[src/design/t16w_map.vh]
// Purpose: register map, field positions and reset values of the 16-bit timer
// Assumes: 32-bit Avalon-MM slave, one aligned word per register
// Notes: definitions only
`ifndef T16W_MAP_VH
`define T16W_MAP_VH
// byte offsets
`define T16W_OFF_CTRL_A   5'h00
`define T16W_OFF_CTRL_B   5'h04
`define T16W_OFF_COUNT    5'h08
`define T16W_OFF_CMP_A    5'h0c
`define T16W_OFF_CMP_B    5'h10
`define T16W_OFF_CAPTURE  5'h14
`define T16W_OFF_FLAGS    5'h18
// control a fields
`define T16W_CA_COMA_HI   7
`define T16W_CA_COMA_LO   6
`define T16W_CA_COMB_HI   5
`define T16W_CA_COMB_LO   4
`define T16W_CA_FORCE_A   3
`define T16W_CA_FORCE_B   2
`define T16W_CA_WGM_HI    1
`define T16W_CA_WGM_LO    0
// control b fields
`define T16W_CB_NOISE     7
`define T16W_CB_EDGE      6
`define T16W_CB_WGM_HI    4
`define T16W_CB_WGM_LO    3
`define T16W_CB_CS_HI     2
`define T16W_CB_CS_LO     0
// flag bits, write one to clear
`define T16W_FL_OVF       0
`define T16W_FL_CMP_B     1
`define T16W_FL_CMP_A     2
`define T16W_FL_CAPT      3
// reset values
`define T16W_RST_CTRL     8'h00
`define T16W_RST_WORD     16'h0000
// fixed top values and max
`define T16W_TOP_8BIT     16'h00ff
`define T16W_TOP_9BIT     16'h01ff
`define T16W_TOP_10BIT    16'h03ff
`define T16W_MAX          16'hffff
`endif

[src/design/t16w_timer.v]
// Purpose: 16-bit timer with waveform mode and two compare output channels
// Assumes: pins async to clk_sys; port direction and data bits from same clock
// Notes: registers over Avalon-MM, one wait cycle on every access
`timescale 1ns/1ps
`default_nettype none
`include "t16w_map.vh"

// What this block does
// - all logic on clk_sys; selected timer clock is only a one-cycle enable
// - phase-and-frequency-correct modes reload compares at BOTTOM, other PWM modes at TOP
// - nonzero output-mode field routes waveform to pin, save 01 in PWM modes other than 9 and 15 on channel A; driver enabled by direction bit
// - non-PWM: 00 off, 01 toggle, 10 low, 11 high on compare match
// - fast PWM 01 toggles channel A only in mode 15, else disconnected
// - fast PWM 10 clears on match, sets at TOP; 11 the inverse
// - fast PWM compare equal to TOP with upper bit set: TOP action wins
// - dual-slope 01 toggles channel A only in mode 9
// - dual-slope 10 clears on up match, sets on down match; 11 inverse
// - force strobes act only in non-PWM modes
// - force strobe applies match action immediately using the output mode written with it
// - forced match sets no flag and never clears the counter
// - force bit positions always read zero
// - mode is two low bits in control a plus two high in control b
// - mode 0 normal to 0xFFFF; 4 and 12 clear on match; immediate; flag at MAX
// - modes 1-3,10,11 phase correct; reload at TOP; overflow at BOTTOM
// - modes 8,9 phase-and-frequency correct; reload and overflow at BOTTOM
// - modes 5-7,14,15 fast PWM; reload and overflow at TOP
// - clock select: stopped, divide 1/8/64/256/1024, external falling or rising
// - counter write blocks compare match on the next timer tick
// - capture disabled while capture register serves as TOP
module t16w_timer (
  // clock and reset
  input  wire        clk_sys,
  input  wire        rstn,
  // avalon-mm slave
  input  wire [4:0]  address,
  input  wire        read,
  input  wire        write,
  input  wire [31:0] writedata,
  output reg  [31:0] readdata,
  output reg         waitrequest,
  // pins
  input  wire        extClockPin,
  input  wire        capturePin,
  // port logic for the two waveform pins
  input  wire        portDataA,
  input  wire        portDataB,
  input  wire        portDirA,
  input  wire        portDirB,
  output reg         padA,
  output reg         padAOen_n,
  output reg         padB,
  output reg         padBOen_n
);

  // mode classes, one-hot
  localparam [4:0] CL_NORM = 5'h01;
  localparam [4:0] CL_CTC  = 5'h02;
  localparam [4:0] CL_FAST = 5'h04;
  localparam [4:0] CL_PC   = 5'h08;
  localparam [4:0] CL_PFC  = 5'h10;

  // classify the 4-bit waveform mode
  function [4:0] modeClass;
    input [3:0] m;
    begin
      case (m)
        4'h1, 4'h2, 4'h3, 4'ha, 4'hb: modeClass = CL_PC;
        4'h4, 4'hc:                   modeClass = CL_CTC;
        4'h5, 4'h6, 4'h7, 4'he, 4'hf: modeClass = CL_FAST;
        4'h8, 4'h9:                   modeClass = CL_PFC;
        default:                      modeClass = CL_NORM;
      endcase
    end
  endfunction

  // top value of each mode
  function [15:0] topOf;
    input [3:0]  m;
    input [15:0] cmpA;
    input [15:0] capt;
    begin
      case (m)
        4'h1, 4'h5:             topOf = `T16W_TOP_8BIT;
        4'h2, 4'h6:             topOf = `T16W_TOP_9BIT;
        4'h3, 4'h7:             topOf = `T16W_TOP_10BIT;
        4'h4, 4'h9, 4'hb, 4'hf: topOf = cmpA;
        4'h8, 4'ha, 4'hc, 4'he: topOf = capt;
        default:                topOf = `T16W_MAX;
      endcase
    end
  endfunction

  // next waveform bit for one channel
  function waveNext;
    input [4:0] cls;
    input [1:0] com;
    input       isA;
    input [3:0] m;
    input       match;
    input       atTop;
    input       up;
    input       cur;
    begin
      waveNext = cur;
      case (cls)
        CL_FAST: begin
          if (com == 2'b01) begin
            if (isA && m == 4'hf && match)
              waveNext = ~cur;
          end else if (com[1]) begin
            if (atTop)
              waveNext = ~com[0];
            else if (match)
              waveNext = com[0];
          end
        end
        CL_PC, CL_PFC: begin
          if (com == 2'b01) begin
            if (isA && (m == 4'h9 || m == 4'he) && match)
              waveNext = ~cur;
          end else if (com[1] && match) begin
            waveNext = up ? com[0] : ~com[0];
          end
        end
        default: begin
          if (match) begin
            case (com)
              2'b01:   waveNext = ~cur;
              2'b10:   waveNext = 1'b0;
              2'b11:   waveNext = 1'b1;
              default: waveNext = cur;
            endcase
          end
        end
      endcase
    end
  endfunction

  // software-visible state
  reg  [1:0]  comA;
  reg  [1:0]  comB;
  reg  [1:0]  wgmLow;
  reg  [1:0]  wgmHigh;
  reg         noiseCancel;
  reg         edgeRise;
  reg  [2:0]  clockSelect;
  reg  [15:0] count;
  reg  [15:0] cmpBufA;
  reg  [15:0] cmpBufB;
  reg  [15:0] cmpA;
  reg  [15:0] cmpB;
  reg  [15:0] capture;
  reg  [3:0]  flags;
  // internal state
  reg         countDown;
  reg         blockMatch;
  reg         waveA;
  reg         waveB;
  reg  [9:0]  prescale;
  reg         extSync1;
  reg         extSync2;
  reg         extPrev;
  reg         capSync1;
  reg         capSync2;
  reg         capPrev;
  reg         tick;
  reg  [31:0] rdMux;
  reg  [3:0]  flagSet;

  wire [3:0]  mode = {wgmHigh, wgmLow};
  wire [4:0]  cls = modeClass(mode);
  wire [15:0] top = topOf(mode, cmpA, capture);
  wire        isPwm = (cls != CL_NORM) && (cls != CL_CTC);
  wire        dual = (cls == CL_PC) || (cls == CL_PFC);
  wire        wrStb = write && !waitrequest;
  wire        wrCtrlA = wrStb && address == `T16W_OFF_CTRL_A;
  wire        atTop = (count == top);
  wire        atBottom = countDown && (count == `T16W_RST_WORD);
  wire        matchA = tick && !blockMatch && (count == cmpA);
  wire        matchB = tick && !blockMatch && (count == cmpB);
  wire        captTop = (mode == 4'h8) || (mode == 4'ha) || (mode == 4'hc) || (mode == 4'he);
  wire        forceA = wrCtrlA && writedata[`T16W_CA_FORCE_A] && !isPwm;
  wire        forceB = wrCtrlA && writedata[`T16W_CA_FORCE_B] && !isPwm;
  wire [1:0]  newComA = writedata[`T16W_CA_COMA_HI:`T16W_CA_COMA_LO];
  wire [1:0]  newComB = writedata[`T16W_CA_COMB_HI:`T16W_CA_COMB_LO];
  wire        immUpdate = (cls == CL_NORM) || (cls == CL_CTC);
  // reload point: TOP in fast pwm and phase correct, BOTTOM in phase-and-frequency correct
  wire        reload = tick && ((cls == CL_PFC) ? atBottom : (isPwm && atTop && !countDown));
  wire        capEdge = edgeRise ? (capSync2 && !capPrev) : (!capSync2 && capPrev);

  // input synchronisers, the first stage feeds only the second
  always @(posedge clk_sys) begin
    if (!rstn) begin
      extSync1 <= 1'b0;
      extSync2 <= 1'b0;
      extPrev  <= 1'b0;
      capSync1 <= 1'b0;
      capSync2 <= 1'b0;
      capPrev  <= 1'b0;
    end else begin
      extSync1 <= extClockPin;
      extSync2 <= extSync1;
      extPrev  <= extSync2;
      capSync1 <= capturePin;
      capSync2 <= capSync1;
      capPrev  <= capSync2;
    end
  end

  // prescaler and tick select; tick is a one-cycle enable, never a clock
  always @(posedge clk_sys) begin
    if (!rstn) begin
      prescale <= 10'h000;
      tick     <= 1'b0;
    end else begin
      prescale <= prescale + 10'h001;
      case (clockSelect)
        3'h1:    tick <= 1'b1;
        3'h2:    tick <= (prescale[2:0] == 3'h7);
        3'h3:    tick <= (prescale[5:0] == 6'h3f);
        3'h4:    tick <= (prescale[7:0] == 8'hff);
        3'h5:    tick <= (prescale == 10'h3ff);
        3'h6:    tick <= !extSync2 && extPrev;
        3'h7:    tick <= extSync2 && !extPrev;
        default: tick <= 1'b0;
      endcase
    end
  end

  // event sources for the flag register; forced matches never land here
  always @* begin
    flagSet = 4'h0;
    flagSet[`T16W_FL_CMP_A] = matchA;
    flagSet[`T16W_FL_CMP_B] = matchB;
    flagSet[`T16W_FL_CAPT]  = capEdge && !captTop;
    if (tick) begin
      if (immUpdate)
        flagSet[`T16W_FL_OVF] = (count == `T16W_MAX);
      else if (cls == CL_FAST)
        flagSet[`T16W_FL_OVF] = atTop;
      else
        flagSet[`T16W_FL_OVF] = atBottom;
    end
  end

  // register read mux; unmapped offsets read zero
  always @* begin
    rdMux = 32'h00000000;
    case (address)
      `T16W_OFF_CTRL_A:  rdMux[7:0] = {comA, comB, 2'b00, wgmLow};
      `T16W_OFF_CTRL_B:  rdMux[7:0] = {noiseCancel, edgeRise, 1'b0, wgmHigh, clockSelect};
      `T16W_OFF_COUNT:   rdMux[15:0] = count;
      `T16W_OFF_CMP_A:   rdMux[15:0] = cmpBufA;
      `T16W_OFF_CMP_B:   rdMux[15:0] = cmpBufB;
      `T16W_OFF_CAPTURE: rdMux[15:0] = capture;
      `T16W_OFF_FLAGS:   rdMux[3:0] = flags;
      default:           rdMux = 32'h00000000;
    endcase
  end

  // bus handshake: one wait cycle, data stands while waitrequest is low
  always @(posedge clk_sys) begin
    if (!rstn) begin
      waitrequest <= 1'b1;
      readdata    <= 32'h00000000;
    end else if ((read || write) && waitrequest) begin
      waitrequest <= 1'b0;
      readdata    <= read ? rdMux : 32'h00000000;
    end else begin
      waitrequest <= 1'b1;
    end
  end

  // control registers
  always @(posedge clk_sys) begin
    if (!rstn) begin
      comA        <= 2'b00;
      comB        <= 2'b00;
      wgmLow      <= 2'b00;
      wgmHigh     <= 2'b00;
      noiseCancel <= 1'b0;
      edgeRise    <= 1'b0;
      clockSelect <= 3'h0;
    end else if (wrStb) begin
      if (address == `T16W_OFF_CTRL_A) begin
        comA   <= newComA;
        comB   <= newComB;
        wgmLow <= writedata[`T16W_CA_WGM_HI:`T16W_CA_WGM_LO];
      end
      if (address == `T16W_OFF_CTRL_B) begin
        noiseCancel <= writedata[`T16W_CB_NOISE];
        edgeRise    <= writedata[`T16W_CB_EDGE];
        wgmHigh     <= writedata[`T16W_CB_WGM_HI:`T16W_CB_WGM_LO];
        clockSelect <= writedata[`T16W_CB_CS_HI:`T16W_CB_CS_LO];
      end
    end
  end

  // compare buffers and active compares, plus capture register
  always @(posedge clk_sys) begin
    if (!rstn) begin
      cmpBufA <= `T16W_RST_WORD;
      cmpBufB <= `T16W_RST_WORD;
      cmpA    <= `T16W_RST_WORD;
      cmpB    <= `T16W_RST_WORD;
      capture <= `T16W_RST_WORD;
    end else begin
      if (wrStb && address == `T16W_OFF_CMP_A)
        cmpBufA <= writedata[15:0];
      if (wrStb && address == `T16W_OFF_CMP_B)
        cmpBufB <= writedata[15:0];
      // immediate modes track the buffer, others wait for the reload point
      if (immUpdate || reload) begin
        cmpA <= cmpBufA;
        cmpB <= cmpBufB;
      end
      if (wrStb && address == `T16W_OFF_CAPTURE)
        capture <= writedata[15:0];
      else if (capEdge && !captTop)
        capture <= count;
    end
  end

  // counter: software write wins over a tick and blocks the next match
  always @(posedge clk_sys) begin
    if (!rstn) begin
      count      <= `T16W_RST_WORD;
      countDown  <= 1'b0;
      blockMatch <= 1'b0;
    end else if (wrStb && address == `T16W_OFF_COUNT) begin
      count      <= writedata[15:0];
      blockMatch <= 1'b1;
    end else if (tick) begin
      blockMatch <= 1'b0;
      if (!dual) begin
        countDown <= 1'b0;
        // forced matches do not reach here, so they never clear the count
        if (cls != CL_NORM && atTop)
          count <= `T16W_RST_WORD;
        else
          count <= count + 16'h0001;
      end else if (!countDown) begin
        if (count >= top) begin
          countDown <= 1'b1;
          count     <= count - 16'h0001;
        end else begin
          count <= count + 16'h0001;
        end
      end else if (count == `T16W_RST_WORD) begin
        countDown <= 1'b0;
        count     <= count + 16'h0001;
      end else begin
        count <= count - 16'h0001;
      end
    end
  end

  // waveform bits; a force uses the output mode written with it
  always @(posedge clk_sys) begin
    if (!rstn) begin
      waveA <= 1'b0;
      waveB <= 1'b0;
    end else begin
      if (forceA)
        waveA <= waveNext(CL_NORM, newComA, 1'b1, mode, 1'b1, 1'b0, 1'b1, waveA);
      else if (tick)
        waveA <= waveNext(cls, comA, 1'b1, mode, matchA, atTop, !countDown, waveA);
      if (forceB)
        waveB <= waveNext(CL_NORM, newComB, 1'b0, mode, 1'b1, 1'b0, 1'b1, waveB);
      else if (tick)
        waveB <= waveNext(cls, comB, 1'b0, mode, matchB, atTop, !countDown, waveB);
    end
  end

  // flags: a new event wins over a same-cycle clear
  always @(posedge clk_sys) begin
    if (!rstn)
      flags <= 4'h0;
    else if (wrStb && address == `T16W_OFF_FLAGS)
      flags <= (flags & ~writedata[3:0]) | flagSet;
    else
      flags <= flags | flagSet;
  end

  // pin mux: output mode takes the pin, except a 01 that disconnects in pwm modes other than 9 and 15 on pad a
  always @(posedge clk_sys) begin
    if (!rstn) begin
      padA      <= 1'b0;
      padB      <= 1'b0;
      padAOen_n <= 1'b1;
      padBOen_n <= 1'b1;
    end else begin
      padA      <= (comA[1] || (comA[0] && (!isPwm || mode == 4'hf || mode == 4'h9))) ? waveA : portDataA;
      padB      <= (comB[1] || (comB[0] && !isPwm)) ? waveB : portDataB;
      padAOen_n <= !portDirA;
      padBOen_n <= !portDirB;
    end
  end

endmodule
`default_nettype wire

[config.mk]
export PLATFORM = sky130hd
export DESIGN_NAME = t16w_timer
export DESIGN_NICKNAME = d
export VERILOG_FILES = /design/src/design/t16w_timer.v
export VERILOG_INCLUDE_DIRS = /design/src /design/src/design
export SDC_FILE = /design/constraint.sdc
export NUM_CORES = 1
export LEC_CHECK = 0
export BUFFER_PORTS_ARGS = -buffer_cell sky130_fd_sc_hd__buf_2
export CORE_UTILIZATION = 45
export CTS_CLUSTER_DIAMETER = 30
export CTS_CLUSTER_SIZE = 30
export DETAILED_ROUTE_END_ITERATION = 16
export GPL_TIMING_DRIVEN = 0
export PLACE_DENSITY = 0.74
export SYNTH_ARGS = -nofsm -noshare
export SYNTH_HDL_FRONTEND = slang
export SYNTH_SLANG_ARGS = --single-unit
[constraint.sdc]
create_clock -name clk_sys -period 4.81 [get_ports clk_sys]
set_input_delay 0.2405 -clock clk_sys [delete_from_list [all_inputs] [get_ports clk_sys]]
set_output_delay 0.2405 -clock clk_sys [all_outputs]
set_load 0.005 [all_outputs]
==> results of run 1 <==
[timing repair]
action | CTS | global route
endpoints found under the setup margin | 0 | 23
hold endpoints to repair | 2 | 0
hold buffers | 2 | 0
setup buffers | 0 | 0
gates resized for setup | 0 | 3
[layout by cell type, fill, tap and decap left out, types with 9 or more instances in the layout]
master and n:
a22oi_1 22, nor2_1 128, buf_2 57, o211ai_1 9, o22ai_1 10, a211oi_1 18
nand2_1 145, and2_1 10, or3_1 10, clkbuf_16 17, dfxtp_1 155, xnor2_1 35
and3_1 15, nor3_1 24, a21oi_1 128, nand3_1 42, conb_1 16, a222oi_1 11
inv_1 19, nand4_1 18, o21ai_0 38, mux2i_1 49, buf_4 19, nor2b_1 10
nand2b_1 16, ha_1 22, clkbuf_1 71
[state kept, by name, indices dropped and copies added, names as in the netlist, 3 cells and up]
register,flops
cmpBufB,16
capture,16
cmpA,16
readdata,16
cmpBufA,16
prescale,10
flags,4
clockSelect,3
count,16
cmpB,16
[final timing paths]
| path | endpoint | slack (ns) |
|---|---|---|
| hold / removal | extSync1$_SDFF_PN0_ | 0.008 |
| hold reg to reg | extSync2$_SDFF_PN0_ | 0.43 |
| setup / recovery | count[15]$_SDFFE_PN0P_ | 0.46 |
| setup reg to reg | count[15]$_SDFFE_PN0P_ | 0.46 |
[area by class of cell]
class / instances / area (µm²)
multi-input cells: 874 / 5180
inverters: 19 / 71.3
clock inverters: 14 / 209
clock buffers: 18 / 429
fillers: 1836 / 8870
flip-flops and latches: 155 / 3100
plain buffers: 106 / 503
repair buffers: 51 / 265
well taps: 260 / 325
[through the flow]
stage	power (µW)	utilization	worst slack, ns	cell area (µm²)	std cells
after floorplan	1400	-	1.49	8850	1154
after global placement	1470	0.497	0.343	9420	1463
after detailed placement	1470	0.497	0.343	9420	1463
after CTS	2910	0.531	0.301	10100	1497
after global routing	2980	0.532	0.186	10100	1497
final	2910	0.532	0.455	10100	1497
[power groups by stage]
| stage | registers [µW] | clock network [µW] | logic (µW) |
|---|---|---|---|
| 3_5_place_dp | 1330 | 0 | 141 |
| 4_1_cts | 1300 | 1470 | 143 |
| 5_1_grt | 1300 | 1530 | 157 |
| 2_1_floorplan | 1330 | 0 | 75.5 |
| 6_report | 1300 | 1470 | 147 |
| 3_3_place_gp | 1330 | 0 | 140 |
[logic make-up after synthesis]
kind of cell	share of synthesized area
muxes	0.0558
AOI/OAI and AO/OA	0.207
and+or+nand+nor	0.247
other	0.000427
xor gates and xnor gates	0.0409
buffers and inverters	0.0652
DFF	0.353
adders and majority gates	0.0313
[metal layers]
layer | global-route usage | part of all wire | vias up
met5 | 0 | 0 | -
met4 | 0.184 | 0.056 | 0
met3 | 0.0699 | 0.10 | 116
met2 | 0.503 | 0.44 | 565
met1 | 0.411 | 0.40 | 4254
li1 | - | - | 4196
==> impl_metrics.toml, run 1 <==
[die]
core_area_um2 = 19000
die_h_um = 142
io_pins = 84
die-area_um2 = 20100
die_w_um = 142
rows = 50
initial_core_util = 0.464

[power_and_ir_drop]
pwr-share-seq = 0.446
p_leak_uw = 0.00376
power_density_nw_per_um2 = 289
p_sw_uw = 738
power_switching_share = 0.253
pwr-share-clk = 0.504
ir_worst_vdd_uv = 277
p_int_uw = 2180
combPwrFrac = 0.050

[worst_setup_path]
endpoint_kind = "flop"
worstRegToRegCells = 17
cp.depth = 17
crit_type = "reg -> reg"
startpoint = "wgmLow[1]$_SDFFE_PN0P_"
path_max_fanout = 10
critPathLaunchType = "flop"
path_cells = "clkbuf_1, nor2b_1, clkbuf_1, nand2b_1, clkbuf_1, nor2_1, a21oi_1, o22ai_1, ha_1, nand4_1, nor4_2, and3_1, nor2_1, clkbuf_1, and3_1, o21ai_0, o211ai_1"
max_stage_delay_ns = 0.49
critPathSlowestCell = "nor4_2"
path_buf_inv = 4
critPathMostFrequentCell = "clkbuf_1"
critPathTopFamily = "simple AND/OR/NAND/NOR gates"
r2r-start = "wgmLow[1]$_SDFFE_PN0P_"
cp_data_required_time_ns = 5.11
arrival_ns = 4.65

[timing]
period_share = 0.905
rsz0062_at_grt = "false"
hold_slack_ns = 0.00767
slew_viol_final = 0
fmax_mhz = 230
min_period_ns = 4.35
hold_violations = 0
tns_ns = 0
setup_violations = 0
slew_headroom = 0.241
finClkSkew_ns = 0.0149
worstMarginPinSlew_ns = 1.13

[clock_network]
clock-sinks = 155
cts_tree = "done"
clk_path_buf_depth = 2
cts-root-buf = "clkbuf_16"
insertion_delay_ns = 0.44
clk_pin_slew_ns = 0.07
cts_buffers = 17
htree_levels = 4

[routing]
wl_um = 31700
via_count = 9131
drt-initial-drc-count = 977
wl_per_cell_um = 21.2
vias_per_cell = 6.10
detail-route-antenna-nets = 0
drt_pass1_iterations = 9
drc = 0

[global_route]
antenna_found_initial = 0
grt_max_degree = 17
overflow = 0
grtUsageTotal = 0.322
grt_pass1_wl_um = 48400
first_global_vias = 8519

[yosys]
synthTopCellsByCount = "155 x dfxtp_1, 145 x nand2_1, 128 x a21oi_1, 128 x nor2_1, 71 x clkbuf_1"
synthTopCellsByArea = "dfxtp_1 35%, a21oi_1 7.3%, nand2_1 6.2%"
syn_avg_cell_area_um2 = 7.72
yosys_warnings = 0
synth.lib_cells_used.distinct = 71
async_flop_share = 0
netlist.area_leader.share = 0.353
yosys.area.top_type = "dfxtp_1"
synth-seq-cells = 155
synth.most_common_cell = "dfxtp_1"
synthFlopType = "dfxtp_1"
seq_area_frac_synth = 0.353
syn-cell-area_um2 = 8790
synthCells = 1139
synth-edff-count = 0

[placed_design]
gp_congestion = 0.974
io_buffers = 49
hpwl_um = 23800

[final_layout]
antenna_cells = 0
nets = 1293
area_growth_pct = 14.7
drive_above_1_share = 0.102

[hold_path]
hold_path_startpoint = "extClockPin"
hold_depth = 2
worstHoldPathType = "in -> reg"

[job]
cap_violations = 0

[status]
status = "complete, no violations"
(Power assumes the default switching activity.)
==> run 2: changes to the inputs <==
CORE_ASPECT_RATIO = 0.7   (was default)
==> run 2 against run 1 <==
Compared with the run above: routed wire length is 2.8% higher; cell count up 0.27%; clock skew is 0.0014 ns higher; combinational power about the same; sequential power about the same; sequential share of layout area increased by 0.14 points; worst setup slack got worse by 0.18 ns; clock power down 7%; non-clock buffer count stayed put; largest power group unchanged; die area about the same; first-iteration DRC count is 59% higher; sequential cell count did not move; critical endpoint unchanged.
==> impl_metrics.toml, run 2 (same netlist as run 1, synthesis figures left out) <==
[power_and_ir_drop]
p_sw_uw = 708
p_int_uw = 2110
ir_worst_vdd_uv = 236
power_density_nw_per_um2 = 281
power_uw = 2820
combPwrFrac = 0.053
power_switching_share = 0.251
pwr-share-clk = 0.486
p_leak_uw = 0.00373
pwr-share-seq = 0.461

[status]
status = "complete, no violations"

[worst_setup_path]
path_max_fanout = 10
worstRegToRegCells = 14
r2r-end = "count[15]$_SDFFE_PN0P_"
arrival_ns = 4.84
crit_type = "reg -> reg"
cp_data_required_time_ns = 5.12
critPathLaunchType = "flop"
rrSetupSlack_ns = 0.28
r2r-start = "wgmHigh[0]$_SDFFE_PN0P_"
endpoint_kind = "flop"

[timing]
hold_slack_ns = 0.0134
tns_ns = 0
hold_violations = 0
fin_ws_ns = 0.275
slew_headroom = 0.184
worstMarginPinSlew_ns = 1.21
slew_viol_final = 0
rsz0062_at_grt = "false"
period_share = 0.943
min_period_ns = 4.53
setup_violations = 0
fmax_mhz = 221
finClkSkew_ns = 0.0164

[global_route]
overflow = 0
grtUsageTotal = 0.325
grt_max_degree = 17
antenna_found_initial = 0
first_global_vias = 8216
grt_pass1_wl_um = 48700

[clock_network]
clk_path_buf_depth = 2
insertion_delay_ns = 0.44
cts_tree = "done"
htree_levels = 4
cts-root-buf = "clkbuf_16"
clock-sinks = 155
cts_buffers = 17
clk_pin_slew_ns = 0.08

[final_layout]
area_growth_pct = 14.2
fill_cells = 1823
layout_commonest_cell = "dfxtp_1"
multi_input_area_um2 = 5180
mostFrequentLayoutCells = "155 x dfxtp_1, 145 x nand2_1, 128 x nor2_1, 128 x a21oi_1, 72 x clkbuf_1"
finalInstanceArea_um2 = 10000
drive_above_1_share = 0.101
nets = 1293
antenna_cells = 0
seq_area_um2 = 3100

[hold_path]
hold_depth = 2
holdPathEnd = "capSync1$_SDFF_PN0_"
hold_path_startpoint = "capturePin"
worstHoldPathType = "in -> reg"

[placed_design]
pre_cts_slack_ns = 0.298
gp_congestion = 1.01
placed_area_um2 = 9420
io_buffers = 49
hpwl_um = 24100

[die]
rows = 42
die-area_um2 = 20100
initial_core_util = 0.462
core_area_um2 = 19000
die_w_um = 169
die_h_um = 119
io_pins = 84

[routing]
detail-route-antenna-nets = 0
via_count = 9224
drt-initial-drc-count = 1552
drt_pass1_iterations = 9
wl_per_cell_um = 21.7
drc = 0
wl_um = 32600
vias_per_cell = 6.15

[job]
cap_violations = 0
-- run 2: changes by cell type in the layout (fill, tap and decap cells not counted) --
cell        previous run  this run
clkbuf_1              71        72
inv_6                  3         2
clkinv_8               3         0
clkinvlp_4             1         2
clkbuf_2               1         0
clkinv_2               1         2
clkbuf_8               0         4
bufinv_16              3         1
-- run 2: per-layer routing --
metal,track usage,share of wire,up-vias
met1,0.478,0.44,4266
li1,-,-,4200
met5,0,0,-
met3,0.120,0.15,75
met2,0.421,0.38,683
met4,0.119,0.028,0
-- run 2: power by group through the flow --
| stage | sequential, µW | combinational, µW | clock (µW) |
|---|---|---|---|
| floorplan | 1330 | 75.5 | 0 |
| global placement | 1330 | 140 | 0 |
| detailed placement | 1330 | 141 | 0 |
| CTS | 1300 | 143 | 1380 |
| global route | 1300 | 159 | 1430 |
| finish | 1300 | 150 | 1370 |
-- run 2: worst max-delay path by stage --
stage | end | slack, ns | cells after the start | start
3_5_place_dp | count[15]$_SDFFE_PN0P_ | 0.30 | 14 | wgmHigh[0]$_SDFFE_PN0P_
2_1_floorplan | count[10]$_SDFFE_PN0P_ | 1.49 | 16 | wgmLow[1]$_SDFFE_PN0P_
5_1_grt | count[15]$_SDFFE_PN0P_ | 0.18 | 14 | wgmHigh[0]$_SDFFE_PN0P_
6_report | count[15]$_SDFFE_PN0P_ | 0.28 | 14 | wgmHigh[0]$_SDFFE_PN0P_
3_3_place_gp | count[15]$_SDFFE_PN0P_ | 0.39 | 14 | wgmHigh[0]$_SDFFE_PN0P_
4_1_cts | count[15]$_SDFFE_PN0P_ | 0.31 | 14 | wgmHigh[0]$_SDFFE_PN0P_
-- run 2: critical path: stages (launching register included) --
cell and delay [ns]:
dfxtp_1 0.48, clkbuf_1 0.46, clkbuf_1 0.52, a21oi_1 0.20, a21oi_1 0.19, a21oi_1 0.08, ha_1 0.31, nand4_1 0.22
nor4_2 0.55, and3_1 0.37, nor2_1 0.12, clkbuf_1 0.29, and3_1 0.26, o21ai_0 0.22, o211ai_1 0.12
-- run 2: what timing repair did --
item | 4_1_cts | 5_1_grt
hold buffers | 2 | 0
hold endpoints to repair | 2 | 0
setup endpoints to repair | 0 | 1
setup buffers | 0 | 0
gates resized for setup | 0 | 1
-- run 2: final cells by class --
cell class,count,share of cell area
Inverter,19,0.00711
Tap cell,264,0.0329
Clock buffer,22,0.0482
Clock inverter,10,0.0103
Multi-Input combinational cell,874,0.516
Sequential cell,155,0.309
Buffer,106,0.0500
Timing Repair Buffer,51,0.0264
-- run 2: stage by stage --
| stage | std cells | utilization |
|---|---|---|
| 3_3_place_gp | 1467 | 0.495 |
| 6_report | 1501 | 0.528 |
| 5_1_grt | 1501 | 0.528 |
| 4_1_cts | 1501 | 0.527 |
| 3_5_place_dp | 1467 | 0.495 |
| 2_1_floorplan | 1154 | - |
